## src/common/dirp_map.vh

```
// Register indices, field positions, reset values and limits of the routing path.
`ifndef DIRP_MAP_VH
`define DIRP_MAP_VH

// Register indices; the byte address is four times the index.
`define DIRP_IDX_POWER 8'h12
`define DIRP_IDX_IFCTL 8'h18
`define DIRP_IDX_DRC 8'h28
`define DIRP_IDX_STATUS 8'h29
`define DIRP_IDX_EQ 8'h86
`define DIRP_IDX_GAIN_FIRST 8'h87
`define DIRP_IDX_GAIN_LAST 8'h8b
`define DIRP_IDX_COEF_FIRST 8'h8c
`define DIRP_IDX_COEF_LAST 8'h9d

// Converter power enables.
`define DIRP_BIT_LEFT_ON 3
`define DIRP_BIT_RIGHT_ON 2

// Playback interface control.
`define DIRP_BIT_LEFT_INV 12
`define DIRP_BIT_RIGHT_INV 11
`define DIRP_BOOST_HI 10
`define DIRP_BOOST_LO 9
`define DIRP_BIT_LEFT_SRC 5
`define DIRP_BIT_RIGHT_SRC 4
`define DIRP_IFCTL_RESET 16'h0010
`define DIRP_IFCTL_MASK 16'h1e30
`define DIRP_POWER_MASK 16'h000c

// Equaliser control: enable and programmable-coefficient mode.
`define DIRP_BIT_EQ_ON 0
`define DIRP_BIT_EQ_PROG 1
`define DIRP_GAIN_RESET 5'h0c
`define DIRP_GAIN_MAX 5'h18
`define DIRP_COEF_COUNT 18

// Dynamic range control enable.
`define DIRP_BIT_DRC_ON 0

// Sample limits and the compression knee (about -12 dBFS).
`define DIRP_SAMPLE_MAX 24'h7fffff
`define DIRP_SAMPLE_MIN 24'h800000
`define DIRP_DRC_KNEE 25'h0200000
`define DIRP_GAIN_FRAC 12

`endif

```

## src/core/dirp_path.v

```verilog
// Playback input routing, gain, equaliser, compression and interpolation.
//
// The strobed register port was chosen for this implementation.
`timescale 1ns/100ps
`include "dirp_map.vh"

// Sample FIFO between the interface and the processing stage.
module dirp_fifo #(
  parameter WIDTH = 48,
  parameter DEPTH = 16,
  parameter AW = 4
) (
  input wire i_core_clk,
  input wire i_reset,
  input wire [WIDTH-1:0] i_data,
  input wire i_valid,
  output wire o_ready,
  output wire [WIDTH-1:0] o_data,
  output wire o_valid,
  input wire i_ready,
  output wire [AW:0] o_count
);
  reg [WIDTH-1:0] mem [0:DEPTH-1];
  reg [AW:0] wr_q, rd_q;
  wire push, pop;
  // Pointers carry one extra bit so full and empty differ.
  assign o_count = wr_q - rd_q;
  assign o_ready = (o_count != DEPTH[AW:0]);
  assign o_valid = (wr_q != rd_q);
  assign o_data = mem[rd_q[AW-1:0]];
  assign push = i_valid && o_ready;
  assign pop = o_valid && i_ready;
  // Storage and pointer update.
  always @(posedge i_core_clk) begin
    if (i_reset) begin
      wr_q <= {(AW+1){1'b0}};
      rd_q <= {(AW+1){1'b0}};
    end else begin
      if (push) begin
        mem[wr_q[AW-1:0]] <= i_data;
        wr_q <= wr_q + 1'b1;
      end
      if (pop) begin
        rd_q <= rd_q + 1'b1;
      end
    end
  end
endmodule

// One converter channel: invert, boost, equaliser gain, compression, enable.
module dirp_channel (
  input wire [23:0] i_sample,
  input wire i_invert,
  input wire [1:0] i_boost,
  input wire i_eq_on,
  input wire [15:0] i_eq_gain,
  input wire i_drc_on,
  input wire i_enable,
  output reg [23:0] o_sample
);
  localparam signed [30:0] BMAX = 31'h007fffff;
  localparam signed [30:0] BMIN = 31'h7f800000;
  localparam signed [28:0] EMAX = 29'h007fffff;
  localparam signed [28:0] EMIN = 29'h1f800000;
  localparam signed [24:0] KNEE = `DIRP_DRC_KNEE;
  reg signed [23:0] inv, bsat, esat;
  reg signed [30:0] bst;
  reg signed [40:0] prod;
  reg signed [28:0] eqs;
  reg signed [24:0] ext, cmp;
  // The chain is combinational; the caller registers the result.
  always @* begin
    inv = i_sample;
    if (i_invert) begin
      if (i_sample == `DIRP_SAMPLE_MIN) begin
        inv = `DIRP_SAMPLE_MAX;
      end else begin
        inv = -i_sample;
      end
    end
    // Each boost step doubles the sample, close to 6 dB.
    bst = {{7{inv[23]}}, inv} <<< i_boost;
    if (bst > BMAX) begin
      bsat = `DIRP_SAMPLE_MAX;
    end else if (bst < BMIN) begin
      bsat = `DIRP_SAMPLE_MIN;
    end else begin
      bsat = bst[23:0];
    end
    prod = bsat * $signed({1'b0, i_eq_gain});
    eqs = prod[40:`DIRP_GAIN_FRAC];
    if (!i_eq_on) begin
      esat = bsat;
    end else if (eqs > EMAX) begin
      esat = `DIRP_SAMPLE_MAX;
    end else if (eqs < EMIN) begin
      esat = `DIRP_SAMPLE_MIN;
    end else begin
      esat = eqs[23:0];
    end
    // Two-to-one compression above the knee keeps loud peaks in range.
    ext = {esat[23], esat};
    cmp = ext;
    if (i_drc_on && (ext > KNEE)) begin
      cmp = KNEE + ((ext - KNEE) >>> 1);
    end else if (i_drc_on && (ext < -KNEE)) begin
      cmp = ((ext + KNEE) >>> 1) - KNEE;
    end
    o_sample = i_enable ? cmp[23:0] : 24'h000000;
  end
endmodule

// Top level: register file, FIFO, routing, channels and interpolator.
module dirp_path #(
  parameter FIFO_DEPTH = 16,
  parameter FIFO_AW = 4
) (
  input wire i_core_clk,
  input wire i_reset,
  input wire [9:0] i_addr,
  input wire [31:0] i_wdata,
  input wire i_wr,
  input wire i_rd,
  output reg [31:0] o_rdata,
  input wire [23:0] i_left_sample,
  input wire [23:0] i_right_sample,
  input wire i_in_valid,
  output wire o_in_ready,
  output reg [23:0] o_left_out,
  output reg [23:0] o_right_out,
  output reg o_out_valid,
  input wire i_out_ready,
  output reg o_left_active,
  output reg o_right_active
);
  localparam [2:0] ST_IDLE = 3'h1;
  localparam [2:0] ST_MID = 3'h2;
  localparam [2:0] ST_FULL = 3'h4;
  reg [15:0] power_q, ifctl_q;
  reg drc_on_q, eq_on_q, eq_prog_q;
  reg [4:0] gain_q [0:4];
  reg [15:0] coef_q [0:`DIRP_COEF_COUNT-1];
  reg [31:0] rdata_d;
  reg [2:0] st_q;
  reg [23:0] cur_l_q, cur_r_q, prev_l_q, prev_r_q;
  reg [15:0] eq_gain;
  integer i;
  wire [7:0] idx, gidx, cidx;
  wire aligned, wr_ok, rd_ok, fifo_valid, fifo_pop, out_free;
  wire [47:0] fifo_data;
  wire [FIFO_AW:0] fifo_count;
  wire [23:0] route_l, route_r, proc_l, proc_r;
  wire [24:0] sum_l, sum_r;

  // Misaligned addresses are treated as unmapped.
  assign idx = i_addr[9:2];
  assign aligned = (i_addr[1:0] == 2'h0);
  assign wr_ok = i_wr && aligned;
  assign rd_ok = i_rd && aligned;
  assign gidx = idx - `DIRP_IDX_GAIN_FIRST;
  assign cidx = idx - `DIRP_IDX_COEF_FIRST;
  // Register writes; unmapped indices and reserved bits are dropped.
  always @(posedge i_core_clk) begin
    if (i_reset) begin
      power_q <= 16'h0000;
      ifctl_q <= `DIRP_IFCTL_RESET;
      drc_on_q <= 1'b0;
      eq_on_q <= 1'b0;
      eq_prog_q <= 1'b0;
      for (i = 0; i < 5; i = i + 1) begin
        gain_q[i] <= `DIRP_GAIN_RESET;
      end
      for (i = 0; i < `DIRP_COEF_COUNT; i = i + 1) begin
        coef_q[i] <= 16'h0000;
      end
    end else if (wr_ok) begin
      if (idx == `DIRP_IDX_POWER) begin
        power_q <= i_wdata[15:0] & `DIRP_POWER_MASK;
      end
      if (idx == `DIRP_IDX_IFCTL) begin
        ifctl_q <= i_wdata[15:0] & `DIRP_IFCTL_MASK;
      end
      if (idx == `DIRP_IDX_DRC) begin
        drc_on_q <= i_wdata[`DIRP_BIT_DRC_ON];
      end
      if (idx == `DIRP_IDX_EQ) begin
        eq_on_q <= i_wdata[`DIRP_BIT_EQ_ON];
        eq_prog_q <= i_wdata[`DIRP_BIT_EQ_PROG];
      end
      if ((idx >= `DIRP_IDX_GAIN_FIRST) && (idx <= `DIRP_IDX_GAIN_LAST)) begin
        gain_q[gidx[2:0]] <= i_wdata[4:0];
      end
      if ((idx >= `DIRP_IDX_COEF_FIRST) && (idx <= `DIRP_IDX_COEF_LAST)) begin
        coef_q[cidx[4:0]] <= i_wdata[15:0];
      end
    end
  end
  // Read mux; the status word shows the FIFO fill level and stage state.
  always @* begin
    rdata_d = 32'h00000000;
    if (rd_ok) begin
      if (idx == `DIRP_IDX_POWER) begin
        rdata_d = {16'h0000, power_q};
      end else if (idx == `DIRP_IDX_IFCTL) begin
        rdata_d = {16'h0000, ifctl_q};
      end else if (idx == `DIRP_IDX_DRC) begin
        rdata_d = {31'h00000000, drc_on_q};
      end else if (idx == `DIRP_IDX_STATUS) begin
        rdata_d = {21'h000000, st_q, 3'h0, fifo_count};
      end else if (idx == `DIRP_IDX_EQ) begin
        rdata_d = {30'h00000000, eq_prog_q, eq_on_q};
      end else if ((idx >= `DIRP_IDX_GAIN_FIRST) &&
                   (idx <= `DIRP_IDX_GAIN_LAST)) begin
        rdata_d = {27'h0000000, gain_q[gidx[2:0]]};
      end else if ((idx >= `DIRP_IDX_COEF_FIRST) &&
                   (idx <= `DIRP_IDX_COEF_LAST)) begin
        rdata_d = {16'h0000, coef_q[cidx[4:0]]};
      end
    end
  end
  // Read data stand only in the cycle after the read strobe; the converter
  // enables are shown to the analogue side one cycle after they are written.
  always @(posedge i_core_clk) begin
    if (i_reset) begin
      o_rdata <= 32'h00000000;
      o_left_active <= 1'b0;
      o_right_active <= 1'b0;
    end else begin
      o_rdata <= rdata_d;
      o_left_active <= power_q[`DIRP_BIT_LEFT_ON];
      o_right_active <= power_q[`DIRP_BIT_RIGHT_ON];
    end
  end

  // Band gains in Q12 for codes 0 to 24, code 0 in the lowest word.
  localparam [399:0] GAIN_TAB = {
    16'h3fb2, 16'h38c5, 16'h3299, 16'h2d18, 16'h2831,
    16'h23d2, 16'h1fed, 16'h1c74, 16'h195c, 16'h169a,
    16'h1425, 16'h11f4, 16'h1000, 16'h0e43, 16'h0cb6,
    16'h0b53, 16'h0a18, 16'h08ff, 16'h0805, 16'h0726,
    16'h065f, 16'h05ad, 16'h050f, 16'h0485, 16'h0407
  };

  // Broadband equaliser gain from the centre band, or coef_q[0] in programmable mode;
  // filters are left out to keep the stage small. Reserved codes act as +12 dB.
  always @* begin
    if (eq_prog_q) begin
      eq_gain = coef_q[0];
    end else if (gain_q[2] > `DIRP_GAIN_MAX) begin
      eq_gain = GAIN_TAB[399:384];
    end else begin
      eq_gain = GAIN_TAB[{gain_q[2], 4'h0} +: 16];
    end
  end
  dirp_fifo #(
    .WIDTH(48),
    .DEPTH(FIFO_DEPTH),
    .AW(FIFO_AW)
  ) u_fifo (
    .i_core_clk(i_core_clk),
    .i_reset(i_reset),
    .i_data({i_left_sample, i_right_sample}),
    .i_valid(i_in_valid),
    .o_ready(o_in_ready),
    .o_data(fifo_data),
    .o_valid(fifo_valid),
    .i_ready(fifo_pop),
    .o_count(fifo_count)
  );
  // Source selection allows either channel or a mono feed on both.
  assign route_l = ifctl_q[`DIRP_BIT_LEFT_SRC] ? fifo_data[23:0] :
                   fifo_data[47:24];
  assign route_r = ifctl_q[`DIRP_BIT_RIGHT_SRC] ? fifo_data[23:0] :
                   fifo_data[47:24];

  dirp_channel u_left (
    .i_sample(route_l),
    .i_invert(ifctl_q[`DIRP_BIT_LEFT_INV]),
    .i_boost(ifctl_q[`DIRP_BOOST_HI:`DIRP_BOOST_LO]),
    .i_eq_on(eq_on_q),
    .i_eq_gain(eq_gain),
    .i_drc_on(drc_on_q),
    .i_enable(power_q[`DIRP_BIT_LEFT_ON]),
    .o_sample(proc_l)
  );
  dirp_channel u_right (
    .i_sample(route_r),
    .i_invert(ifctl_q[`DIRP_BIT_RIGHT_INV]),
    .i_boost(ifctl_q[`DIRP_BOOST_HI:`DIRP_BOOST_LO]),
    .i_eq_on(eq_on_q),
    .i_eq_gain(eq_gain),
    .i_drc_on(drc_on_q),
    .i_enable(power_q[`DIRP_BIT_RIGHT_ON]),
    .o_sample(proc_r)
  );
  // The interpolator emits a midpoint, then the sample itself.
  assign fifo_pop = fifo_valid && (st_q == ST_IDLE);
  assign out_free = !o_out_valid || i_out_ready;
  assign sum_l = {prev_l_q[23], prev_l_q} + {cur_l_q[23], cur_l_q};
  assign sum_r = {prev_r_q[23], prev_r_q} + {cur_r_q[23], cur_r_q};
  // Twofold interpolation at full 24-bit precision.
  always @(posedge i_core_clk) begin
    if (i_reset) begin
      st_q <= ST_IDLE;
      cur_l_q <= 24'h000000;
      cur_r_q <= 24'h000000;
      prev_l_q <= 24'h000000;
      prev_r_q <= 24'h000000;
      o_left_out <= 24'h000000;
      o_right_out <= 24'h000000;
      o_out_valid <= 1'b0;
    end else begin
      if (out_free) begin
        o_out_valid <= 1'b0;
      end
      case (st_q)
        ST_IDLE: begin
          if (fifo_pop) begin
            cur_l_q <= proc_l;
            cur_r_q <= proc_r;
            st_q <= ST_MID;
          end
        end
        ST_MID: begin
          if (out_free) begin
            o_left_out <= sum_l[24:1];
            o_right_out <= sum_r[24:1];
            o_out_valid <= 1'b1;
            st_q <= ST_FULL;
          end
        end
        ST_FULL: begin
          if (out_free) begin
            o_left_out <= cur_l_q;
            o_right_out <= cur_r_q;
            o_out_valid <= 1'b1;
            prev_l_q <= cur_l_q;
            prev_r_q <= cur_r_q;
            st_q <= ST_IDLE;
          end
        end
        default: begin
          st_q <= ST_IDLE;
        end
      endcase
    end
  end
endmodule

```

## config.mk

```make
export PLATFORM = sky130hd
export DESIGN_NAME = dirp_path
export DESIGN_NICKNAME = d
export VERILOG_FILES = /design/src/core/dirp_path.v
export VERILOG_INCLUDE_DIRS = /design/src /design/src/common
export SDC_FILE = /design/constraint.sdc
export NUM_CORES = 2
export LEC_CHECK = 0
export ABC_AREA = 1
export BUFFER_PORTS_ARGS = -buffer_cell sky130_fd_sc_hd__buf_2
export CELL_PAD_IN_SITES_DETAIL_PLACEMENT = 0
export CELL_PAD_IN_SITES_GLOBAL_PLACEMENT = 1
export CORE_ASPECT_RATIO = 1.1
export CORE_MARGIN = 2
export CORE_UTILIZATION = 28
export CTS_CLUSTER_SIZE = 30
export DETAILED_ROUTE_END_ITERATION = 8
export PLACE_DENSITY = 0.47
export SETUP_SLACK_MARGIN = 0.3
export SLEW_MARGIN = 15
export SYNTH_ARGS = -nofsm -noshare
export SYNTH_HDL_FRONTEND = slang
export SYNTH_SLANG_ARGS = --single-unit
export TNS_END_PERCENT = 1
```

## constraint.sdc

```tcl
create_clock -name i_core_clk -period 20.1 [get_ports i_core_clk]
set_clock_uncertainty 0.2 [all_clocks]
set_input_delay 2.01 -clock i_core_clk [delete_from_list [all_inputs] [get_ports i_core_clk]]
set_output_delay 2.01 -clock i_core_clk [all_outputs]
set_load 0.05 [all_outputs]
```

# Word-level counts from Yosys, hierarchy flattened
# Memory sizes are Yosys's and may differ from the RTL's. A register that Yosys moved wholly into a read port is not among the register bits.
# Cells that the tools add are included.
[word_totals]
mem_bits_rw = 1081
mem_count = 3
regBits = 203
in_bits = 96
[op_classes]
muxes = 65
bitwise_logic = 2
n_shift = 3
magnitude_cmp = 17
n_addsub = 17
n_reduce_logical = 32
multipliers = 2
eq_ne = 15
[memory_table]
columns = ["name", "depth", "word_bits", "read_ports", "rd_ports_with_merged_regs", "wr", "line_no", "text"]
rows = [
  ["u_fifo.mem", 16, 48, 1, 1, 1, "dirp_path.v:23", "reg [WIDTH-1:0] mem [0:DEPTH-1];"],
  ["coef_q", 18, 16, 2, 0, 18, "dirp_path.v:142", "reg [15:0] coef_q [0:`DIRP_COEF_COUNT-1];"],
  ["gain_q", 5, 5, 2, 0, 5, "dirp_path.v:141", "reg [4:0] gain_q [0:4];"],
]
[ops]
columns = ["operator", "n"]
rows = [
  ["$mux W24", 26],
  ["$shiftx A400 B10 Y16 const A", 1],
  ["$pmux W24 S2", 2],
  ["$mul A24 B17 Y41", 2],
  ["$mux W13", 6],
  ["$gt A31 B24 Y1 const B", 2],
  ["$lt A31 B24 Y1 const B", 2],
  ["$sshl A31 B2 Y31", 2],
  ["$gt A29 B24 Y1 const B", 2],
  ["$lt A29 B24 Y1 const B", 2],
  ["$add A24 B23 Y25 const B", 2],
  ["$add A24 B24 Y25", 2],
  ["$sub A24 B23 Y25 const B", 2],
  ["$add A23 B24 Y24 const A", 2],
  ["$eq A24 B24 Y1 const B", 2],
  ["$gt A24 B23 Y1 const B", 2],
  ["$lt A24 B22 Y1 const B", 2],
  ["$mux W16", 3],
  ["$neg A24 Y24", 2],
  ["$sub A24 B23 Y24 const B", 2],
  ["$mux W1", 18],
  ["$eq A8 B5 Y1 const B", 2],
  ["$eq A8 B6 Y1 const B", 2],
  ["$ge A8 B8 Y1 const B", 2],
  ["other kinds (33)", 61],
]

# Longest topological paths before layout
[logic_depth]
word_depth = 18
ltp_mapped = 74

# By module
# Synthesis repeated with hierarchy kept, for this count alone.
[unflattened]
hier_cells = 11248
hier_area_um2 = 100691.6
[by_module_without_submodules]
columns = ["mod", "cells_per_inst", "instances", "area_per_inst_um2", "seq_area_each_um2"]
rows = [
  ["dirp_path", 3853, 1, 34573.2, 20119.3],
  ["dirp_fifo", 2375, 1, 30972.2, 23342.4],
  ["dirp_channel (u_right)", 2567, 1, 17685.7, 0.0],
  ["dirp_channel (u_left)", 2453, 1, 17460.5, 0.0],
]

# Least setup slack after synthesis
# OpenSTA, ideal clock, no wires.
[synth_timing]
path_type = "register -> register"
from = "register (tool-made name)"
to = "register cur_r_q[17]"
arrival_ns = 10.113
synth_period_minus_slack_ns = 10.445
required_ns = 19.768
setup_slack_ns = 9.655
stages_incl_launch_ff = 68
cell_sequence = "dfxtp_1 -> buf_4 -> inv_4 -> buf_6 -> buf_6 -> buf_4 -> o21ai_0 -> nand3_1 -> nand3_1 -> nand3_1 -> nand2_1 -> ha_1 -> nand2_1 -> nor2_1 -> nand2_1 -> nor2_2 -> nand4_1 -> buf_2 -> (+32 left out) -> nand2_1 -> nand2_1 -> buf_1 -> nand2_1 -> nand3_1 -> nand2_1 -> inv_2 -> ha_1 -> inv_1 -> a21oi_1 -> nand3_1 -> nor2_1 -> nand2_2 -> nand2_4 -> buf_2 -> nand3_1 -> nand3_1 -> a21oi_1"
[synth_rtl]
columns = ["item", "line_no", "text"]
rows = [
  ["end signal, assigned", "dirp_path.v:320", "cur_r_q <= proc_r;"],
  ["end, declared", "dirp_path.v:145", "reg [23:0] cur_l_q, cur_r_q, prev_l_q, prev_r_q;"],
]

==> results_dict.tcl <==
set metrics [dict create \
    status "completed" \
    initial_core_util_pct 28.1 \
    place_congestion 0.858 \
    worstSetupPathType "flop to flop" \
    syn_to_final_growth_pct 11.3 \
    ys_ff_latch 1511 \
    coreArea_sq_um 350000 \
    syn_area_per_cell_sq_um 9.11 \
    start_kind "flop" \
    grt_max_degree 158 \
    drive_gt1_share_pct 6.18 \
    finalSetupViolCount 0 \
    tightestPinTransition_ps 1190 \
    ys_async_sr_fraction_pct 0 \
    synth.top_cell.area_share_pct 40.4 \
    ys_seq_area_share_pct 44.3 \
    clkSlewWorstSetupHoldPaths_ps 60 \
    nets 11830 \
    yosys_warnings 0 \
    maxSlewHeadroom_pct 20.4 \
    netlist_instances 10775 \
    dp_slack_ps 3440 \
    multi_input_area_sq_um 47200 \
    critPathSlowestCell "nor4_1" \
    drt_iter0_drc 4878 \
    synth_common_cells "nand2_1 (2526), inv_1 (1348), edfxtp_1 (1320), nor2_1 (1278), nand3_1 (820)" \
    cp_max_fo 62 \
    fillers 36653 \
    critPathArrivalTime_ps 17030 \
    die-area_sq_um 355000 \
    clk_latency_ps 890 \
    via_per_inst 4.80 \
    crit_path_end_kind "flop" \
    max-cap-violations 0 \
    grt_use_total_pct 20.0 \
    fin_crit_sh_pct 82.0 \
    chipHeight_um 625 \
    drt-total-wl_mm 360 \
    die_w_um 568 \
    tns_ps 0 \
    syn_area_sq_um 98100 \
    synth.largest_area_cell "edfxtp_1" \
    synth.distinct_cells 67 \
    dr.pass1.iters 6 \
    ys.flop_type "edfxtp_1" \
    synth-edff-count 1320 \
    layout_min_cycle_time_ps 16480 \
    grt_pass1_vias 75955 \
    detail-route-antenna-nets 0 \
    dpl_cell_area_sq_um 104000 \
    clockBufferDepth 4 \
    grt_pass1_wl_mm 527 \
    root_buffer "clkbuf_16" \
    synth_top_cells_by_area "edfxtp_1 (40%), fa_1 (15%), nand2_1 (9.7%)" \
    layout_setup_ws_ps 3620 \
    slew_viol_final 0 \
    hpwl_mm 244 \
    hold_path.class "flop to flop" \
    port_buffers 147 \
    register_area_sq_um 43500 \
    synth.most_common_cell "nand2_1" \
    ctsHtreeMaxLevel 4 \
    postCtsSetupRepairBufs 0 \
    cts_sinks 1511 \
    fin_hold_ws_ps 263 \
    wl_per_cell_um 23.4 \
    rows 228 \
    vias 74018 \
    final_cell_area_sq_um 109000 \
    post_cts_resized 0 \
    slowest_delay_ps 750 \
    cpMostUsedCell "nand2_1" \
    drt_drc_violations_left 0 \
    holdBufCountCts 0 \
    grt_remaining_overflow 0 \
    cts_tree "done" \
    ios 180 \
    cp.required_ps 20650 \
    antenna_found_initial 24 \
    hold_viol 0 \
    rsz0062_at_grt "no" \
    fmax_mhz 60.7 \
    cts_made_buffers 180 \
]
[cells in the final DEF, fill, tap and decap left out, types with 15 or more instances in the layout]
cell type,Yosys,final
nor2_1,1278,1250
inv_1,1348,1344
buf_4,26,149
nand3_1,820,820
a21oi_1,540,540
a22oi_1,21,19
clkinv_1,26,51
nand2_1,2526,2523
o22ai_1,28,25
buf_2,110,144
o31ai_1,23,23
o21ai_0,325,324
nor3_1,126,122
ha_1,282,282
nand4_1,51,51
o21a_1,16,15
nand2_2,12,15
xnor2_1,48,48
o21ai_1,53,52
conb_1,1,16
o211ai_1,74,74
dfxtp_1,191,182
a31oi_1,26,26
xor2_1,85,84
o311ai_0,42,41
clkinv_2,0,25
a221oi_1,18,18
edfxtp_1,1320,1320
clkbuf_1,346,47
or2_2,18,18
fa_1,753,753
clkbuf_16,0,182
inv_2,23,25
nor2_4,1,23
[state kept, by name, indices dropped and copies added, names as in the netlist, 3 cells and up, named ones only]
signal,cells
u_fifo.mem,768
coef_q,512
gain_q,40
cur_l_q,24
cur_r_q,24
o_left_out,24
o_right_out,24
prev_l_q,24
prev_r_q,24
o_rdata,16
ifctl_q,6
u_fifo.rd_q,5
u_fifo.wr_q,5
st_q,3
[metal layers]
layer  vias to the layer above  GRT usage (%)  routed length (um)
met3                       442           2.05               12700
met1                     37321           26.0              158000
met4                        14           5.58               10700
met2                      1411           35.3              178000
li1                      34830              -                   -
met5                         -              0                  87
[stage by stage]
stage / instances / util [%]
floorplan: 10790 / -
global placement: 15117 / 29.6
detailed placement: 15117 / 29.6
CTS: 15424 / 31.2
global route: 15425 / 31.2
finish: 15428 / 31.2
[cell type report]
class,instances,area share [%]
inverter,1399,4.84
multi-input combinational,7306,43.2
sequential,1511,39.8
antenna,4,0.00917
timing repair buffer,301,1.83
clock inverter,73,0.626
tap,4600,5.27
clock buffer,234,4.40
[critical path: cells and delay by family, from the launching register on]
kind,cells,cell delay (ps)
XOR/XNOR,1,100
flip-flops,1,550
adder cells (fa/ha/maj),9,4010
AO/OA/AOI/OAI,4,1380
buffers and inverters,11,2660
AND/OR/NAND/NOR,35,7360
[final timing paths]
path	slack (ps)	startpoint	cells past startpoint	end
worst max register to register	3620	flop	60	cur_l_q[17]
worst min-delay path	260	o_left_out[22]	2	o_left_out[22]
worst max-delay path	3620	flop	60	cur_l_q[17]
worst min register to register	260	o_left_out[22]	2	o_left_out[22]
[kinds of logic after synthesis]
family	Yosys count	share of synthesized area [%]
other	1	0.00382
xor gates and xnor gates	133	1.19
buffers and inverters	1973	7.99
muxes	7	0.0714
DFF	1511	44.3
AOI/OAI and AO/OA	1249	7.33
adders and majority gates	1035	19.0
and+or+nand+nor	4866	20.2
Power is not shown: default switching activity piles up to over one toggle a cycle in this logic, so the estimate is an artifact.
